## src/hdl/cobadr_pkg.sv

```systemverilog
// Constants, enumerations and helpers for the operand and branch addressing core.
// Assumes a decoder ahead of it and synchronous data and program memories behind it.
// How it works
// - Indirect operand comes from first or second pointer
// - Load or exchange then steps pointer by one
// - Direct mode uses 8-bit address field
// - Immediate mode uses 8-bit instruction field
// - Short pointer load carries 4-bit constant
// - ROM byte at high part and accumulator
// - Relative jump adds -31..+32 to program counter
// - Absolute jump or call replaces low 12 bits
// - Long jump or call loads all 15 bits
// - Table jump loads ROM byte into low part
// - Program counter is 7-bit high, 8-bit low
// - Register operands sit at F0 to FF
// - Decrement register, skip when it reaches zero
// - Equal or greater test gates next instruction
// - Pointer low nibble mismatch gates next instruction
// - Set or clear selected memory bit
// - Bit test gates next instruction on one
// - Add or subtract with carry, set both carries
// - Logical ops combine accumulator with operand
package cobadr_pkg;
  localparam int DATA_W = 8;
  localparam int PC_W = 15;
  localparam int LOW_W = 8;
  localparam int HIGH_W = 7;
  localparam int ABS_W = 12;
  localparam int SHORT_W = 4;
  localparam logic [3:0] REG_PAGE = 4'hf;
  localparam logic [7:0] ADDR_SECOND = 8'hfc;
  localparam logic [7:0] ADDR_STACK = 8'hfd;
  localparam logic [7:0] ADDR_FIRST = 8'hfe;
  localparam logic [7:0] ACC_RESET = 8'h00;
  localparam logic [7:0] PTR_RESET = 8'h00;
  localparam logic [7:0] STACK_RESET = 8'h6f;
  localparam logic [14:0] PC_RESET = 15'h0000;
  localparam logic signed [6:0] DISP_MIN = -7'sd31;
  localparam logic signed [6:0] DISP_MAX = 7'sd32;
  localparam logic [7:0] BCD_LOW_FIX = 8'h06;
  localparam logic [7:0] BCD_HIGH_FIX = 8'h60;
  localparam logic [3:0] BCD_DIGIT_MAX = 4'h9;
  localparam logic [7:0] BCD_BYTE_MAX = 8'h99;

  typedef enum logic [4:0] {
    op_add_carry, op_sub_borrow, op_and, op_or, op_xor,
    op_test_equal, op_test_greater, op_test_pointer_low_ne,
    op_dec_reg_skip_zero, op_set_mem_bit, op_clear_mem_bit, op_test_mem_bit,
    op_load_acc, op_load_mem_imm, op_exchange, op_load_ptr_short,
    op_load_acc_from_rom, op_jump_short_rel, op_jump_absolute, op_call_absolute,
    op_jump_long, op_call_long, op_jump_via_table, op_decimal_adjust
  } cobadr_op_t;

  typedef enum logic [1:0] {mode_indirect, mode_direct, mode_immediate, mode_reg} cobadr_mode_t;

  typedef enum logic [1:0] {post_none, post_inc, post_dec} cobadr_post_t;

  // Operand byte needed from data memory or the internal register page
  function automatic logic needs_operand(input cobadr_op_t op);
    case (op)
      op_add_carry, op_sub_borrow, op_and, op_or, op_xor, op_test_equal, op_test_greater,
      op_dec_reg_skip_zero, op_set_mem_bit, op_clear_mem_bit, op_test_mem_bit,
      op_load_acc, op_exchange: needs_operand = 1'b1;
      default: needs_operand = 1'b0;
    endcase
  endfunction

  function automatic logic is_internal(input logic [7:0] addr);
    is_internal = (addr == ADDR_FIRST) || (addr == ADDR_SECOND) || (addr == ADDR_STACK);
  endfunction

  function automatic logic [14:0] pc_plus(input logic [14:0] pc, input logic [1:0] len);
    pc_plus = pc + {13'h0000, len};
  endfunction
endpackage

```

## src/hdl/cobadr_core.sv

```systemverilog
// Execution core for operand addressing, arithmetic, tests and control transfer.
// Assumes decoded operations arrive one at a time and both memories answer one cycle after a read strobe.
`timescale 1ns/10ps
module cobadr_core (
  // Clock and reset
  input wire logic clk,
  input wire logic reset,
  // Decoded operation
  input wire logic op_valid,
  output logic op_ready,
  input wire cobadr_pkg::cobadr_op_t op_code,
  input wire cobadr_pkg::cobadr_mode_t op_mode,
  input wire logic op_ptr_sel,
  input wire cobadr_pkg::cobadr_post_t op_post,
  input wire logic [7:0] op_imm,
  input wire logic [7:0] op_addr,
  input wire logic [2:0] op_bit,
  input wire logic signed [6:0] op_disp,
  input wire logic [14:0] op_target,
  input wire logic [1:0] op_len,
  // Completion
  output logic op_done,
  output logic skip_next,
  // Data memory
  output logic [7:0] dmem_addr,
  output logic dmem_rd,
  output logic dmem_wr,
  output logic [7:0] dmem_wdata,
  input wire logic [7:0] dmem_rdata,
  // Program memory
  output logic [14:0] pmem_addr,
  output logic pmem_rd,
  input wire logic [7:0] pmem_rdata,
  // Architectural state
  output logic [14:0] program_counter,
  output logic [7:0] accumulator,
  output logic carry,
  output logic half_carry,
  output logic [7:0] first_pointer,
  output logic [7:0] second_pointer,
  output logic [7:0] stack_pointer
);
  import cobadr_pkg::*;

  typedef enum logic [2:0] {s_idle, s_wait, s_exec, s_push, s_write} cobadr_state_t;

  cobadr_state_t state;
  cobadr_op_t cur_op;
  cobadr_mode_t cur_mode;
  cobadr_post_t cur_post;
  logic cur_ptr_sel;
  logic [7:0] cur_imm;
  logic [7:0] cur_ea;
  logic [2:0] cur_bit;
  logic signed [6:0] cur_disp;
  logic [14:0] cur_target;
  logic [14:0] cur_ret;
  logic cur_internal;
  logic cur_from_mem;
  logic cur_from_rom;
  logic [7:0] hold;
  logic last_sub;

  logic accept;
  logic [7:0] ea;
  logic acc_read;
  logic is_call;
  logic [7:0] opnd;
  logic [7:0] ex_res;
  logic [7:0] ex_acc;
  logic ex_acc_we;
  logic ex_flags_we;
  logic ex_c;
  logic ex_hc;
  logic ex_wr;
  logic ex_skip;
  logic [14:0] ex_pc;
  logic [8:0] sum9;
  logic [4:0] sum5;
  logic [7:0] addend;
  logic [7:0] fix;
  logic hi_fix;

  assign accept = op_valid && op_ready;
  assign acc_read = needs_operand(op_code) && (op_mode != mode_immediate);
  assign is_call = (cur_op == op_call_absolute) || (cur_op == op_call_long);

  // Effective data address of a new operation
  always_comb begin
    case (op_mode)
      mode_direct: ea = op_addr;
      mode_reg: ea = {REG_PAGE, op_addr[3:0]};
      default: ea = op_ptr_sel ? second_pointer : first_pointer;
    endcase
  end

  // Operation capture
  always_ff @(posedge clk) begin
    if (reset) begin
      cur_op <= op_load_acc;
      cur_mode <= mode_indirect;
      cur_post <= post_none;
      cur_ptr_sel <= 1'b0;
      cur_imm <= 8'h00;
      cur_ea <= 8'h00;
      cur_bit <= 3'h0;
      cur_disp <= 7'sd0;
      cur_target <= 15'h0000;
      cur_ret <= PC_RESET;
      cur_internal <= 1'b0;
      cur_from_mem <= 1'b0;
      cur_from_rom <= 1'b0;
      hold <= 8'h00;
    end else if (accept) begin
      cur_op <= op_code;
      cur_mode <= op_mode;
      cur_post <= op_post;
      cur_ptr_sel <= op_ptr_sel;
      cur_imm <= op_imm;
      cur_ea <= ea;
      cur_bit <= op_bit;
      cur_disp <= op_disp;
      cur_target <= op_target;
      cur_ret <= pc_plus(program_counter, op_len);
      cur_internal <= (op_mode != mode_immediate) && is_internal(ea);
      cur_from_mem <= acc_read && !is_internal(ea);
      cur_from_rom <= (op_code == op_load_acc_from_rom) || (op_code == op_jump_via_table);
      // Pointer page is held here, so its bytes never reach data memory
      case (ea)
        ADDR_FIRST: hold <= first_pointer;
        ADDR_SECOND: hold <= second_pointer;
        ADDR_STACK: hold <= stack_pointer;
        default: hold <= op_imm;
      endcase
      if (op_mode == mode_immediate) begin
        hold <= op_imm;
      end
    end
  end

  // Sequencing and memory strobes
  always_ff @(posedge clk) begin
    if (reset) begin
      state <= s_idle;
      op_ready <= 1'b1;
      op_done <= 1'b0;
      dmem_addr <= 8'h00;
      dmem_rd <= 1'b0;
      dmem_wr <= 1'b0;
      dmem_wdata <= 8'h00;
      pmem_addr <= PC_RESET;
      pmem_rd <= 1'b0;
    end else begin
      op_done <= 1'b0;
      case (state)
        s_idle: begin
          if (accept) begin
            if (skip_next) begin
              op_done <= 1'b1;
            end else if ((op_code == op_load_acc_from_rom) || (op_code == op_jump_via_table)) begin
              pmem_addr <= {program_counter[PC_W-1:LOW_W], accumulator};
              pmem_rd <= 1'b1;
              op_ready <= 1'b0;
              state <= s_wait;
            end else if (acc_read && !is_internal(ea)) begin
              dmem_addr <= ea;
              dmem_rd <= 1'b1;
              op_ready <= 1'b0;
              state <= s_wait;
            end else begin
              op_ready <= 1'b0;
              state <= s_exec;
            end
          end
        end
        s_wait: begin
          dmem_rd <= 1'b0;
          pmem_rd <= 1'b0;
          state <= s_exec;
        end
        s_exec: begin
          if (is_call) begin
            dmem_addr <= stack_pointer;
            dmem_wdata <= cur_ret[LOW_W-1:0];
            dmem_wr <= 1'b1;
            state <= s_push;
          end else if (ex_wr && !cur_internal) begin
            dmem_addr <= cur_ea;
            dmem_wdata <= ex_res;
            dmem_wr <= 1'b1;
            state <= s_write;
          end else begin
            op_done <= 1'b1;
            op_ready <= 1'b1;
            state <= s_idle;
          end
        end
        s_push: begin
          dmem_addr <= stack_pointer - 8'h01;
          dmem_wdata <= {1'b0, cur_ret[PC_W-1:LOW_W]};
          state <= s_write;
        end
        s_write: begin
          dmem_wr <= 1'b0;
          op_done <= 1'b1;
          op_ready <= 1'b1;
          state <= s_idle;
        end
        default: state <= s_idle;
      endcase
    end
  end

  assign opnd = cur_from_rom ? pmem_rdata : (cur_from_mem ? dmem_rdata : hold);

  // Execution results
  always_comb begin
    addend = (cur_op == op_sub_borrow) ? ~opnd : opnd;
    sum9 = {1'b0, accumulator} + {1'b0, addend} + {8'h00, carry};
    sum5 = {1'b0, accumulator[3:0]} + {1'b0, addend[3:0]} + {4'h0, carry};
    hi_fix = carry || (accumulator > BCD_BYTE_MAX);
    fix = 8'h00;
    ex_res = opnd;
    ex_acc = accumulator;
    ex_acc_we = 1'b0;
    ex_flags_we = 1'b0;
    ex_c = carry;
    ex_hc = half_carry;
    ex_wr = 1'b0;
    ex_skip = 1'b0;
    ex_pc = cur_ret;
    case (cur_op)
      op_add_carry, op_sub_borrow: begin
        ex_acc = sum9[7:0];
        ex_acc_we = 1'b1;
        ex_flags_we = 1'b1;
        ex_c = sum9[8];
        ex_hc = sum5[4];
      end
      op_and: begin
        ex_acc = accumulator & opnd;
        ex_acc_we = 1'b1;
      end
      op_or: begin
        ex_acc = accumulator | opnd;
        ex_acc_we = 1'b1;
      end
      op_xor: begin
        ex_acc = accumulator ^ opnd;
        ex_acc_we = 1'b1;
      end
      op_test_equal: ex_skip = (accumulator != opnd);
      op_test_greater: ex_skip = !(accumulator > opnd);
      op_test_pointer_low_ne: ex_skip = (first_pointer[3:0] == cur_imm[3:0]);
      op_dec_reg_skip_zero: begin
        ex_res = opnd - 8'h01;
        ex_wr = 1'b1;
        ex_skip = (ex_res == 8'h00);
      end
      op_set_mem_bit: begin
        ex_res = opnd | (8'h01 << cur_bit);
        ex_wr = 1'b1;
      end
      op_clear_mem_bit: begin
        ex_res = opnd & ~(8'h01 << cur_bit);
        ex_wr = 1'b1;
      end
      op_test_mem_bit: ex_skip = !opnd[cur_bit];
      op_load_acc, op_load_acc_from_rom: begin
        ex_acc = opnd;
        ex_acc_we = 1'b1;
      end
      op_load_mem_imm: begin
        ex_res = cur_imm;
        ex_wr = 1'b1;
      end
      op_exchange: begin
        ex_res = accumulator;
        ex_acc = opnd;
        ex_acc_we = 1'b1;
        ex_wr = 1'b1;
      end
      op_jump_short_rel: begin
        // Out-of-range displacements fall through as a plain advance
        if ((cur_disp >= DISP_MIN) && (cur_disp <= DISP_MAX)) begin
          ex_pc = program_counter + {{8{cur_disp[6]}}, cur_disp};
        end
      end
      op_jump_absolute, op_call_absolute: ex_pc = {program_counter[PC_W-1:ABS_W], cur_target[ABS_W-1:0]};
      op_jump_long, op_call_long: ex_pc = cur_target;
      op_jump_via_table: ex_pc = {program_counter[PC_W-1:LOW_W], opnd};
      op_decimal_adjust: begin
        if (last_sub) begin
          fix = {carry ? 4'h0 : BCD_HIGH_FIX[7:4], half_carry ? 4'h0 : BCD_LOW_FIX[3:0]};
          ex_acc = accumulator - fix;
        end else begin
          fix = {hi_fix ? BCD_HIGH_FIX[7:4] : 4'h0,
                 (half_carry || (accumulator[3:0] > BCD_DIGIT_MAX)) ? BCD_LOW_FIX[3:0] : 4'h0};
          ex_acc = accumulator + fix;
          ex_c = hi_fix;
        end
        ex_acc_we = 1'b1;
      end
      default: ex_res = opnd;
    endcase
  end

  // Accumulator and carry flags
  always_ff @(posedge clk) begin
    if (reset) begin
      accumulator <= ACC_RESET;
      carry <= 1'b0;
      half_carry <= 1'b0;
      last_sub <= 1'b0;
    end else if (state == s_exec) begin
      if (ex_acc_we) begin
        accumulator <= ex_acc;
      end
      if (ex_flags_we) begin
        half_carry <= ex_hc;
        last_sub <= (cur_op == op_sub_borrow);
      end
      if (ex_flags_we || (cur_op == op_decimal_adjust)) begin
        carry <= ex_c;
      end
    end
  end

  // Pointer page
  always_ff @(posedge clk) begin
    if (reset) begin
      first_pointer <= PTR_RESET;
      second_pointer <= PTR_RESET;
      stack_pointer <= STACK_RESET;
    end else if (state == s_exec) begin
      if (ex_wr && cur_internal) begin
        case (cur_ea)
          ADDR_FIRST: first_pointer <= ex_res;
          ADDR_SECOND: second_pointer <= ex_res;
          default: stack_pointer <= ex_res;
        endcase
      end
      if (cur_op == op_load_ptr_short) begin
        first_pointer <= {4'h0, cur_imm[SHORT_W-1:0]};
      end
      // Post step happens after the access, never before
      if (((cur_op == op_load_acc) || (cur_op == op_exchange) || (cur_op == op_load_mem_imm))
          && (cur_mode == mode_indirect) && (cur_post != post_none)) begin
        if (cur_ptr_sel) begin
          second_pointer <= (cur_post == post_inc) ? second_pointer + 8'h01 : second_pointer - 8'h01;
        end else begin
          first_pointer <= (cur_post == post_inc) ? first_pointer + 8'h01 : first_pointer - 8'h01;
        end
      end
    end else if ((state == s_write) && is_call) begin
      stack_pointer <= stack_pointer - 8'h02;
    end
  end

  // Program counter and pending skip
  always_ff @(posedge clk) begin
    if (reset) begin
      program_counter <= PC_RESET;
      skip_next <= 1'b0;
    end else if ((state == s_idle) && accept && skip_next) begin
      program_counter <= pc_plus(program_counter, op_len);
      skip_next <= 1'b0;
    end else if (state == s_exec) begin
      program_counter <= ex_pc;
      skip_next <= ex_skip;
    end
  end
endmodule

```

## config.mk

```make
export PLATFORM = sky130hd
export DESIGN_NAME = cobadr_core
export DESIGN_NICKNAME = d
export VERILOG_FILES = /design/src/hdl/cobadr_pkg.sv /design/src/hdl/cobadr_core.sv
export SDC_FILE = /design/constraint.sdc
export NUM_CORES = 1
export LEC_CHECK = 0
export BUFFER_PORTS_ARGS = -buffer_cell sky130_fd_sc_hd__buf_2
export CAP_MARGIN = 10
export CORE_UTILIZATION = 60
export CTS_BUF_LIST = sky130_fd_sc_hd__clkbuf_16
export CTS_CLUSTER_DIAMETER = 150
export CTS_CLUSTER_SIZE = 16
export DETAILED_ROUTE_END_ITERATION = 10
export HOLD_SLACK_MARGIN = 0.12
export PLACE_DENSITY = 0.82
export SLEW_MARGIN = 20
export SYNTH_ARGS = -nofsm -noshare
export SYNTH_HDL_FRONTEND = slang
export SYNTH_SLANG_ARGS = --single-unit
```

## constraint.sdc

```tcl
create_clock -name clk -period 5.1 [get_ports clk]
set_input_delay 0.51 -clock clk [delete_from_list [all_inputs] [get_ports clk]]
set_output_delay 0.51 -clock clk [all_outputs]
set_load 0.1 [all_outputs]
```

==> run summary, run 1 <==
status: finished, final reports clean
Worst slew margin: 0.2531
Seq cells post-synth: 167
io pins: 158
Crit Path Class: reg2reg
wire length on met3: 4329 um
Via Count: 12980
Crit Reg-Reg Startpoint: cur_op[2]
hold buffers post-CTS: 0
CTS Buffer Depth: 2
total net switching power: 0.001889 W
Worst-Skew Late Latency: 0.45 ns
Buffers on Ports: 157
hold path startpoint: op_disp[5]
post-DR wirelength/cell: 20.24 um
FF+latch area: 0.003343 mm^2
Slew Viols, Final: 0
Post-DRT Antenna Nets: 0
crit-path max FO: 30
final hold vios: 0
register area share after synthesis: 0.2704
Die Y-Extent: 145.5 um
Remaining DRCs: 0
FF-to-FF End: accumulator[6]
Synth Instances: 1628
drt initial violations: 1774
hold path cells: 3
top cells by area, synth: dfxtp_1 (27%), ha_1 (8.0%), nand2_1 (7.5%), a21oi_1 (7.4%), nor2_1 (4.5%)
GRT Total Usage: 0.3786
post-synthesis cell type count: 91
filler cell count: 1778
synth warn: 0
peak supply drop: 0.2641 mV
vias in the first global route: 11750
largest net degree at the start of global routing: 89
Area Overhead vs Synth: 10.83%
Max-Cap Viols: 0
Hold Crit Class: in2reg
Post-synth ARST share: 0
number of flops mapped to enable cells by yosys: 0
Die W: 145.5 um
min Tclk post-route: 4.051 ns
power share of the combinational group: 0.356
PD cells: 323.0 mW/mm^2
skew final: 0.008523 ns
met1 wire length: 16770 um
Syn Nets: 1785
cell area after layout: 0.01370 mm^2
TritonCTS clock tree: built
R2R depth: 13
setup bufs post-CTS: 0
RSZ-0062 raised after global routing: false
CTS buffer count: 17
clock slew at reported path FFs: 0.07 ns
Lkg Pwr: 5.572 nW
clock power share: 0.292
initial core utilization: 0.6110
crit path DAT: 4.36 ns
switch share: 0.4269
drt pass-1 iters: 6
share of layout cells above drive strength 1: 0.1416
htree depth: 4
CTS sink count: 167
Area after DPL: 0.01312 mm^2
period utilization: 0.7943
syn_area_per_cell: 7.594 um^2
FF-to-FF setup slack: 1.05 ns
share of the synthesized area in the top cell type: 0.2704
Worst EP required: 5.41 ns
routed vias/inst: 6.515
Reg power frac: 0.352
Least-Margin Pin Slew: 1.113 ns
Yosys top cell by area: dfxtp_1
f_max: 246.8 MHz
cell internal pwr: 0.002537 W
Critical Path End Type: flop
top sig layer: met4
Startpoint Class: flop
ys flop type: dfxtp_1
root cell of the clock tree: clkbuf_16
mapped cell area: 0.01236 mm^2
CTS resizes: 0
antenna violations before repair: 0
routed wire length: 40330 um
die area: 0.02118 mm^2
HPWL Detailed: 29100 um
# rows: 52
nets@finish: 1867
CORE AREA: 0.02023 mm^2
hold endpoint: cur_disp[5]
first-pass GRT wire length: 63910 um
Multi-input gate area: 0.008391 mm^2
number of diodes: 0
GRT overflow: 0
met2 routed wirelength: 17980 um
Placer Congestion: 0.9387
total negative slack: 0 ns
endpoints failing setup: 0
## sequential cells by signal, summed over array words and instances (netlist names), 2 cells and up
| signal | count |
|---|---|
| accumulator | 8 |
| cur_bit | 3 |
| cur_disp | 7 |
| cur_ea | 8 |
| cur_imm | 8 |
| cur_mode | 2 |
| cur_op | 5 |
| cur_post | 2 |
| cur_ret | 15 |
| cur_target | 15 |
| dmem_addr | 8 |
| dmem_wdata | 8 |
| first_pointer | 8 |
| hold | 8 |
| pmem_addr | 15 |
| program_counter | 15 |
| second_pointer | 8 |
| stack_pointer | 8 |
| state | 3 |
## through the flow
stage            util  setup slack, ns  std cells  hold WS, ns  power [W]
2_1_floorplan       -            1.413       1628       0.4312   0.002731
3_3_place_gp   0.6483            1.310       1961       0.4379   0.003091
3_5_place_dp   0.6483            1.198       1961       0.4416   0.003115
4_1_cts        0.6769            1.180       1993       0.2864   0.004392
5_1_grt        0.6772           0.8304       1993       0.3058   0.004610
6_report       0.6772            1.049       1993       0.2936   0.004426
## worst max-delay path by stage
stage	endpoint	cells after the start	startpoint	slack [ns]
6_report	accumulator[6]	13	cur_op[2]	1.05
2_1_floorplan	accumulator[7]	15	cur_op[0]	1.41
3_3_place_gp	accumulator[7]	11	cur_op[2]	1.31
5_1_grt	accumulator[6]	13	cur_op[2]	0.83
4_1_cts	accumulator[7]	11	cur_op[2]	1.18
3_5_place_dp	accumulator[6]	13	cur_op[2]	1.20
## final cells by class
| class | count | area share |
|---|---|---|
| Sequential cell | 167 | 0.2440 |
| Multi-Input combinational cell | 1309 | 0.6124 |
| Inverter | 46 | 0.01260 |
| Clock inverter | 15 | 0.01123 |
| Tap cell | 270 | 0.02466 |
| Timing Repair Buffer | 169 | 0.06410 |
| Clock buffer | 17 | 0.03105 |
## power by group through the flow
| stage | Sequential, W | Combinational (W) | Clock (W) |
|---|---|---|---|
| global route | 0.00157 | 0.00169 | 0.00135 |
| floorplan | 0.00178 | 0.000948 | 0 |
| global placement | 0.00158 | 0.00151 | 0 |
| finish | 0.00156 | 0.00158 | 0.00129 |
| CTS | 0.00155 | 0.00154 | 0.00130 |
| detailed placement | 0.00158 | 0.00153 | 0 |
## layout by cell type, fill, tap and decap left out, types with 35 or more instances in the layout
| cell | netlist | final |
|---|---|---|
| a21oi_1 | 182 | 182 |
| buf_2 | 21 | 156 |
| dfxtp_1 | 167 | 167 |
| ha_1 | 79 | 79 |
| inv_1 | 39 | 38 |
| mux2i_1 | 38 | 38 |
| nand2_1 | 246 | 245 |
| nand3_1 | 36 | 35 |
| nor2_1 | 147 | 147 |
| o21ai_0 | 73 | 73 |
| xnor2_1 | 44 | 44 |
## worst max-delay path, cell delays in order, from the launching register on
cell and delay (ns):
dfxtp_1 0.62, nor2_1 0.56, nand3_1 0.52, xnor2_1 0.35
fa_1 0.22, inv_1 0.06, fa_1 0.41, nor2b_1 0.13
o21a_1 0.16, o21ai_0 0.16, a21oi_1 0.22, and3b_1 0.19
a211oi_1 0.20, a31oi_1 0.10
## synthesized netlist by cell type, drive strengths merged (14+ instances only)
cell type / number
nand2: 246
a21oi: 183
dfxtp: 167
nor2: 148
o21ai: 92
ha: 79
clkbuf: 68
inv: 46
xnor2: 44
buf: 38
mux2i: 38
nand3: 36
nor3: 32
o211ai: 30
a211oi: 26
nand2b: 25
a221oi: 22
xor2: 21
o21a: 19
nor2b: 17
o22ai: 16
a21o: 15
a22oi: 14
## routing by layer
layer | vias up | track usage
li1 | 6068 | -
met5 | - | 0
met4 | 0 | 0.1395
met3 | 103 | 0.06834
met2 | 786 | 0.5861
met1 | 6027 | 0.5259
## cells by family (layout without fill, tap and decap cells)
group / count (synthesis) / count (layout) / synth area share
AND/OR/NAND/NOR: 588 / 588 / 0.2197
flip-flops: 167 / 167 / 0.2704
buffers and inverters: 152 / 247 / 0.05161
adder cells (fa/ha/maj): 85 / 85 / 0.08967
multiplexers: 48 / 48 / 0.04170
AO/OA/AOI/OAI: 523 / 523 / 0.2793
XOR/XNOR: 65 / 65 / 0.04757
No activity file was read; power rests on OpenSTA's default activity.
==> run 2: changes to the inputs <==
==> constraint.sdc (replaced) <==
create_clock -name clk -period 4.07 [get_ports clk]
set_input_delay 0.407 -clock clk [delete_from_list [all_inputs] [get_ports clk]]
set_output_delay 0.407 -clock clk [all_outputs]
set_load 0.1 [all_outputs]
==> run 2 against run 1 <==
Fmax rose by 14%; via count rose by 1.3%; register-to-register slack got worse by 0.53 ns; first-iteration DRC count down 13%; critical path type unchanged; largest power group unchanged.
==> run summary, run 2 (synthesis gave the netlist of run 1 again) <==
most frequent cells in the layout: nand2_1 (245), a21oi_1 (182), dfxtp_1 (167)
FF-to-FF End: accumulator[6]
CTS resizes: 0 (unchanged)
Slew Viols, Final: 0 (unchanged)
Worst EP required: 4.36 ns (-1.05 ns)
antenna violations before repair: 0 (unchanged)
cell internal pwr: 0.003335 W (+31%)
hold endpoint: cur_target[11]
Via Count: 13160 (+1.3%)
total net switching power: 0.002388 W (+26%)
Area after DPL: 0.01326 mm^2 (+1.1%)
Worst-Skew Late Latency: 0.44 ns (about the same)
die area: 0.02118 mm^2 (unchanged)
FF-to-FF setup slack: 0.52 ns (-0.53 ns)
Post-DRT Antenna Nets: 0 (unchanged)
CTS buffer count: 17 (unchanged)
skew final: 0.01128 ns (+0.002761 ns)
hold_ws: 0.1971 ns (-0.09654 ns)
# rows: 52 (unchanged)
Remaining DRCs: 0 (unchanged)
Least-Margin Pin Slew: 1.019 ns (-0.09470 ns)
met2 routed wirelength: 18550 um (+3.2%)
worst path cell trace: nor2_1 -> nand3_1 -> xnor2_1 -> fa_1 -> inv_1 -> fa_1 -> nor2b_1 -> o21a_1 -> o21ai_0 -> a21oi_1 -> and3b_1 -> a211oi_1 -> a31oi_1
Crit path largest cell delay: 0.48 ns (-0.14 ns)
top sig layer: met4
final hold vios: 0 (unchanged)
crit path DAT: 3.84 ns (-0.52 ns)
crit-path max FO: 12 (-60%)
Critical Path End Type: flop
vias in the first global route: 11930 (+1.5%)
f_max: 281.8 MHz (+14%)
clock power share: 0.305 (+0.013)
placed cell count: 1980 (+0.97%)
Lkg Pwr: 5.693 nW (+2.2%)
Die W: 145.5 um (unchanged)
setup bufs post-CTS: 0 (unchanged)
drt pass-1 iters: 5 (-1)
CORE AREA: 0.02023 mm^2 (unchanged)
Die Y-Extent: 145.5 um (unchanged)
post-DR wirelength/cell: 20.77 um (+2.6%)
Buffers on Ports: 157 (unchanged)
WP depth: 13 (unchanged)
first-pass GRT wire length: 65100 um (+1.9%)
htree depth: 4 (unchanged)
number of diodes: 0 (unchanged)
met1 wire length: 16990 um (+1.3%)
PD cells: 412.0 mW/mm^2 (+28%)
routed wire length: 41790 um (+3.6%)
Startpoint Class: flop
hold path startpoint: op_target[11]
Multi-input gate area: 0.008386 mm^2 (about the same)
Buf/Inv on CP: 1 (unchanged)
FF+latch area: 0.003343 mm^2 (unchanged)
Crit Reg-Reg Startpoint: cur_op[4]
TritonCTS clock tree: built
peak supply drop: 0.5022 mV (+90%)
routed vias/inst: 6.538 (+0.36%)
hold path cells: 3 (unchanged)
Hold Crit Class: in2reg
wire length on met3: 4730 um (+9.3%)
commonest non-fill, non-tap cell in the layout: nand2_1
Crit Path Class: reg2reg
Post-Layout Cell Count: 2012 (+0.95%)
period utilization: 0.8720 (+0.07766)
GRT Total Usage: 0.3865 (+0.007885)
Worst path most repeated cell: fa_1
Worst slew margin: 0.3208 (+0.06772)
cell area after layout: 0.01389 mm^2 (+1.4%)
initial core utilization: 0.6110 (unchanged)
nets@finish: 1886 (+1.0%)
Final Util: 0.6864 (+0.009275)
share of layout cells above drive strength 1: 0.1504 (+0.008788)
Placer Congestion: 1.010 (+7.6%)
filler cell count: 1757 (-1.2%)
total negative slack: 0 ns (unchanged)
Reg power frac: 0.337 (-0.015)
status: finished, final reports clean
GRT overflow: 0 (unchanged)
power share of the combinational group: 0.358 (+0.002)
CP top delay family: simple AND/OR/NAND/NOR gates
endpoints failing setup: 0 (unchanged)
root cell of the clock tree: clkbuf_16
R2R depth: 13 (unchanged)
drt initial violations: 1544 (-13%)
hold buffers post-CTS: 0 (unchanged)
CP max-delay cell: nand3_1
switch share: 0.4173 (-0.009618)
CTS Buffer Depth: 2 (unchanged)
largest net degree at the start of global routing: 88 (-1.1%)
HPWL Detailed: 30090 um (+3.4%)
RSZ-0062 raised after global routing: false
io pins: 158 (unchanged)
min Tclk post-route: 3.549 ns (-0.5021 ns)
CTS sink count: 167 (unchanged)
Max-Cap Viols: 0 (unchanged)
clock slew at reported path FFs: 0.08 ns (about the same)
Area Overhead vs Synth: 12.35%
run 2: cell types whose count changed in the layout (fill, tap and decap cells not counted):
| cell | delta |
|---|---|
| buf_4 | +19 |
| bufinv_16 | +2 |
| clkinv_1 | -1 |
| clkinv_2 | -1 |
| clkinv_4 | +1 |
| clkinvlp_4 | -1 |
| inv_1 | +1 |
| inv_6 | -2 |
| inv_8 | +1 |
| nand3_1 | +1 |
| nand3_2 | -1 |
run 2: worst max path at each step:
stage | endpoint | slack [ns] | from
5_1_grt | accumulator[6] | 0.16 | cur_op[4]
3_5_place_dp | accumulator[6] | 0.53 | cur_op[4]
4_1_cts | accumulator[6] | 0.51 | cur_op[4]
2_1_floorplan | accumulator[7] | 0.38 | cur_op[0]
6_report | accumulator[6] | 0.52 | cur_op[4]
3_3_place_gp | accumulator[7] | 0.66 | cur_op[4]
run 2: stage by stage:
step,setup WS [ns],power (W)
detailed placement,0.5301,0.003947
finish,0.5210,0.005723
global route,0.1579,0.005938
floorplan,0.3826,0.003423
global placement,0.6566,0.003923
CTS,0.5108,0.005670
run 2: metal layers:
metal | up-vias | GRT usage
li1 | 6085 | -
met1 | 6150 | 0.5164
met2 | 797 | 0.6046
met3 | 123 | 0.08934
met4 | 0 | 0.1500
met5 | - | 0
run 2: layout make-up:
class | count | area share
Clock buffer | 17 | 0.03063
Clock inverter | 15 | 0.01468
Inverter | 46 | 0.01243
Multi-Input combinational cell | 1309 | 0.6037
Sequential cell | 167 | 0.2407
Tap cell | 270 | 0.02432
Timing Repair Buffer | 188 | 0.07351
run 2: worst reg2reg max path: cells and delay by family (launching register included):
family | cells | cell delay, ns
compound gates | 5 | 0.87
xor+xnor | 1 | 0.36
fa+ha+maj | 2 | 0.62
buf+inv | 1 | 0.06
flops | 1 | 0.40
simple gates | 4 | 1.10
run 2: power groups by stage:
stage	sequential, W	combinational, W	clock (W)
global placement	0.00195	0.00197	0
CTS	0.00192	0.00201	0.00174
finish	0.00193	0.00205	0.00175
floorplan	0.00223	0.00119	0
global route	0.00194	0.00219	0.00181
detailed placement	0.00196	0.00199	0
==> run 3: changes to the inputs <==
--- a/config.mk
+++ b/config.mk
@@ -13,8 +13,8 @@
 export CTS_CLUSTER_SIZE = 16
 export DETAILED_ROUTE_END_ITERATION = 10
 export HOLD_SLACK_MARGIN = 0.12
-export PLACE_DENSITY = 0.82
-export SLEW_MARGIN = 20
+export PLACE_DENSITY = 0.93
+export SLEW_MARGIN = 10
 export SYNTH_ARGS = -nofsm -noshare
 export SYNTH_HDL_FRONTEND = slang
 export SYNTH_SLANG_ARGS = --single-unit
==> run 3 against run 2 <==
Hold slack lost 0.0055 ns; sequential share of layout area grew 0.10 points; critical path depth grew 1; clock power is essentially flat; non-clock buffer count shrank 8; design area shrank 0.43%; core utilization shrank 0.30 points; combinational power shrank 2%; via count grew 1.4%; sequential cell count is the same; register-to-register slack gained 0.02 ns; clock skew grew 0.0015 ns; largest cell class unchanged.
==> run summary, run 3 (synthesis gave the netlist of run 1 again) <==
Least-Margin Pin Slew: 1.136 ns (+0.1171 ns)
status: finished, final reports clean
Slew Viols, Final: 0 (unchanged)
endpoints failing setup: 0 (unchanged)
Critical Path End Type: flop
Area Overhead vs Synth: 11.86%
filler cell count: 1616 (-8.0%)
commonest non-fill, non-tap cell in the layout: nand2_1
io pins: 158 (unchanged)
CTS resizes: 0 (unchanged)
routed wire length: 41440 um (-0.83%)
Max-Cap Viols: 0 (unchanged)
GRT Total Usage: 0.3863 (about the same)
largest net degree at the start of global routing: 75 (-15%)
total net switching power: 0.002423 W (+1.5%)
CTS buffer count: 17 (unchanged)
clock power share: 0.306 (about the same)
final hold vios: 0 (unchanged)
nets@finish: 1878 (-0.42%)
Multi-input gate area: 0.008386 mm^2 (unchanged)
hold path cells: 3 (unchanged)
CORE AREA: 0.02023 mm^2 (unchanged)
Reg power frac: 0.341 (+0.004)
htree depth: 4 (unchanged)
Worst EP required: 4.37 ns (about the same)
hold buffers post-CTS: 0 (unchanged)
R2R depth: 14 (+1)
CTS Buffer Depth: 2 (unchanged)
FF+latch area: 0.003343 mm^2 (unchanged)
Via Count: 13340 (+1.4%)
# rows: 52 (unchanged)
Worst-Skew Late Latency: 0.45 ns (about the same)
CTS sink count: 167 (unchanged)
clock slew at reported path FFs: 0.08 ns (about the same)
routed vias/inst: 6.659 (+1.8%)
setup bufs post-CTS: 0 (unchanged)
power share of the combinational group: 0.353 (-0.005)
Remaining DRCs: 0 (unchanged)
most frequent cells in the layout: nand2_1 (245), a21oi_1 (182), dfxtp_1 (167)
crit path DAT: 3.83 ns (about the same)
GRT overflow: 0 (unchanged)
skew final: 0.01278 ns (+0.001501 ns)
Die Y-Extent: 145.5 um (unchanged)
Placer Congestion: 0.9904 (-2.0%)
Worst slew margin: 0.2420 (-0.07888)
Lkg Pwr: 5.655 nW (-0.66%)
period utilization: 0.8678 (-0.004226)
share of layout cells above drive strength 1: 0.1465 (-0.003920)
RSZ-0062 raised after global routing: false
f_max: 283.1 MHz (+0.49%)
TritonCTS clock tree: built
Buffers on Ports: 157 (unchanged)
Crit Path Class: reg2reg
placed cell count: 1972 (-0.40%)
Area after DPL: 0.01320 mm^2 (-0.45%)
vias in the first global route: 12190 (+2.2%)
final total power: 0.005697 W (-0.45%)
Hold Crit Class: in2reg
number of diodes: 0 (unchanged)
cell area after layout: 0.01383 mm^2 (-0.43%)
crit-path max FO: 10 (-2)
root cell of the clock tree: clkbuf_16
Die W: 145.5 um (unchanged)
HPWL Detailed: 29470 um (-2.0%)
PD cells: 411.9 mW/mm^2 (about the same)
hold_ws: 0.1916 ns (-0.005504 ns)
total negative slack: 0 ns (unchanged)
post-DR wirelength/cell: 20.68 um (-0.43%)
antenna violations before repair: 0 (unchanged)
initial core utilization: 0.6110 (unchanged)
drt pass-1 iters: 6 (+1)
Startpoint Class: flop
die area: 0.02118 mm^2 (unchanged)
peak supply drop: 0.4805 mV (-4.3%)
Post-Layout Cell Count: 2004 (-0.40%)
switch share: 0.4253 (+0.008030)
cell internal pwr: 0.003274 W (-1.8%)
min Tclk post-route: 3.532 ns (-0.01720 ns)
Post-DRT Antenna Nets: 0 (unchanged)
first-pass GRT wire length: 65140 um (about the same)
drt initial violations: 2250 (+46%)
==> run 3: cell type report <==
class,instances,share of cell area
multi-input cells,1309,0.6064
clock buffers,17,0.03076
inverters,46,0.01249
flip-flops and latches,167,0.2417
clock inverters,15,0.01475
repair buffers,180,0.06948
well taps,270,0.02443
==> run 3: worst paths after layout <==
| check | start | end | slack (ns) |
|---|---|---|---|
| worst max-delay path | cur_from_mem | accumulator[6] | 0.54 |
| worst min-delay path | op_disp[6] | cur_disp[6] | 0.19 |
| worst max register to register | cur_from_mem | accumulator[6] | 0.54 |
| worst min register to register | dmem_addr[3] | dmem_addr[3] | 0.45 |
==> run 3: routing by layer <==
metal / vias up / GRT usage / routed length (um)
li1: 6088 / - / -
met1: 6091 / 0.5127 / 16180
met2: 998 / 0.5957 / 18140
met3: 167 / 0.09248 / 5291
met4: 0 / 0.1726 / 1826
met5: - / 0 / 0
==> run 3: per-stage QoR <==
step             util  worst slack [ns]
2_1_floorplan       -            0.3826
3_3_place_gp   0.6524            0.6868
3_5_place_dp   0.6524            0.5289
4_1_cts        0.6835            0.5208
5_1_grt        0.6835            0.2284
6_report       0.6835            0.5382
==> run 3: worst max-delay path, stage by stage, from the launching register on <==
cell	delay, ns
dfxtp_1	0.60
mux2i_1	0.28
o21a_2	0.32
inv_2	0.14
xnor2_1	0.20
fa_1	0.23
inv_1	0.06
fa_1	0.39
nor2b_1	0.14
o21a_1	0.17
o21ai_0	0.15
a21oi_1	0.21
and3b_1	0.19
a211oi_1	0.20
a31oi_1	0.10
==> run 3: power by group through the flow <==
stage	logic, W	registers, W	clock network [W]
global placement	0.00192	0.00196	0
detailed placement	0.00194	0.00197	0
global route	0.00215	0.00195	0.00180
floorplan	0.00119	0.00223	0
CTS	0.00196	0.00193	0.00173
finish	0.00201	0.00194	0.00174
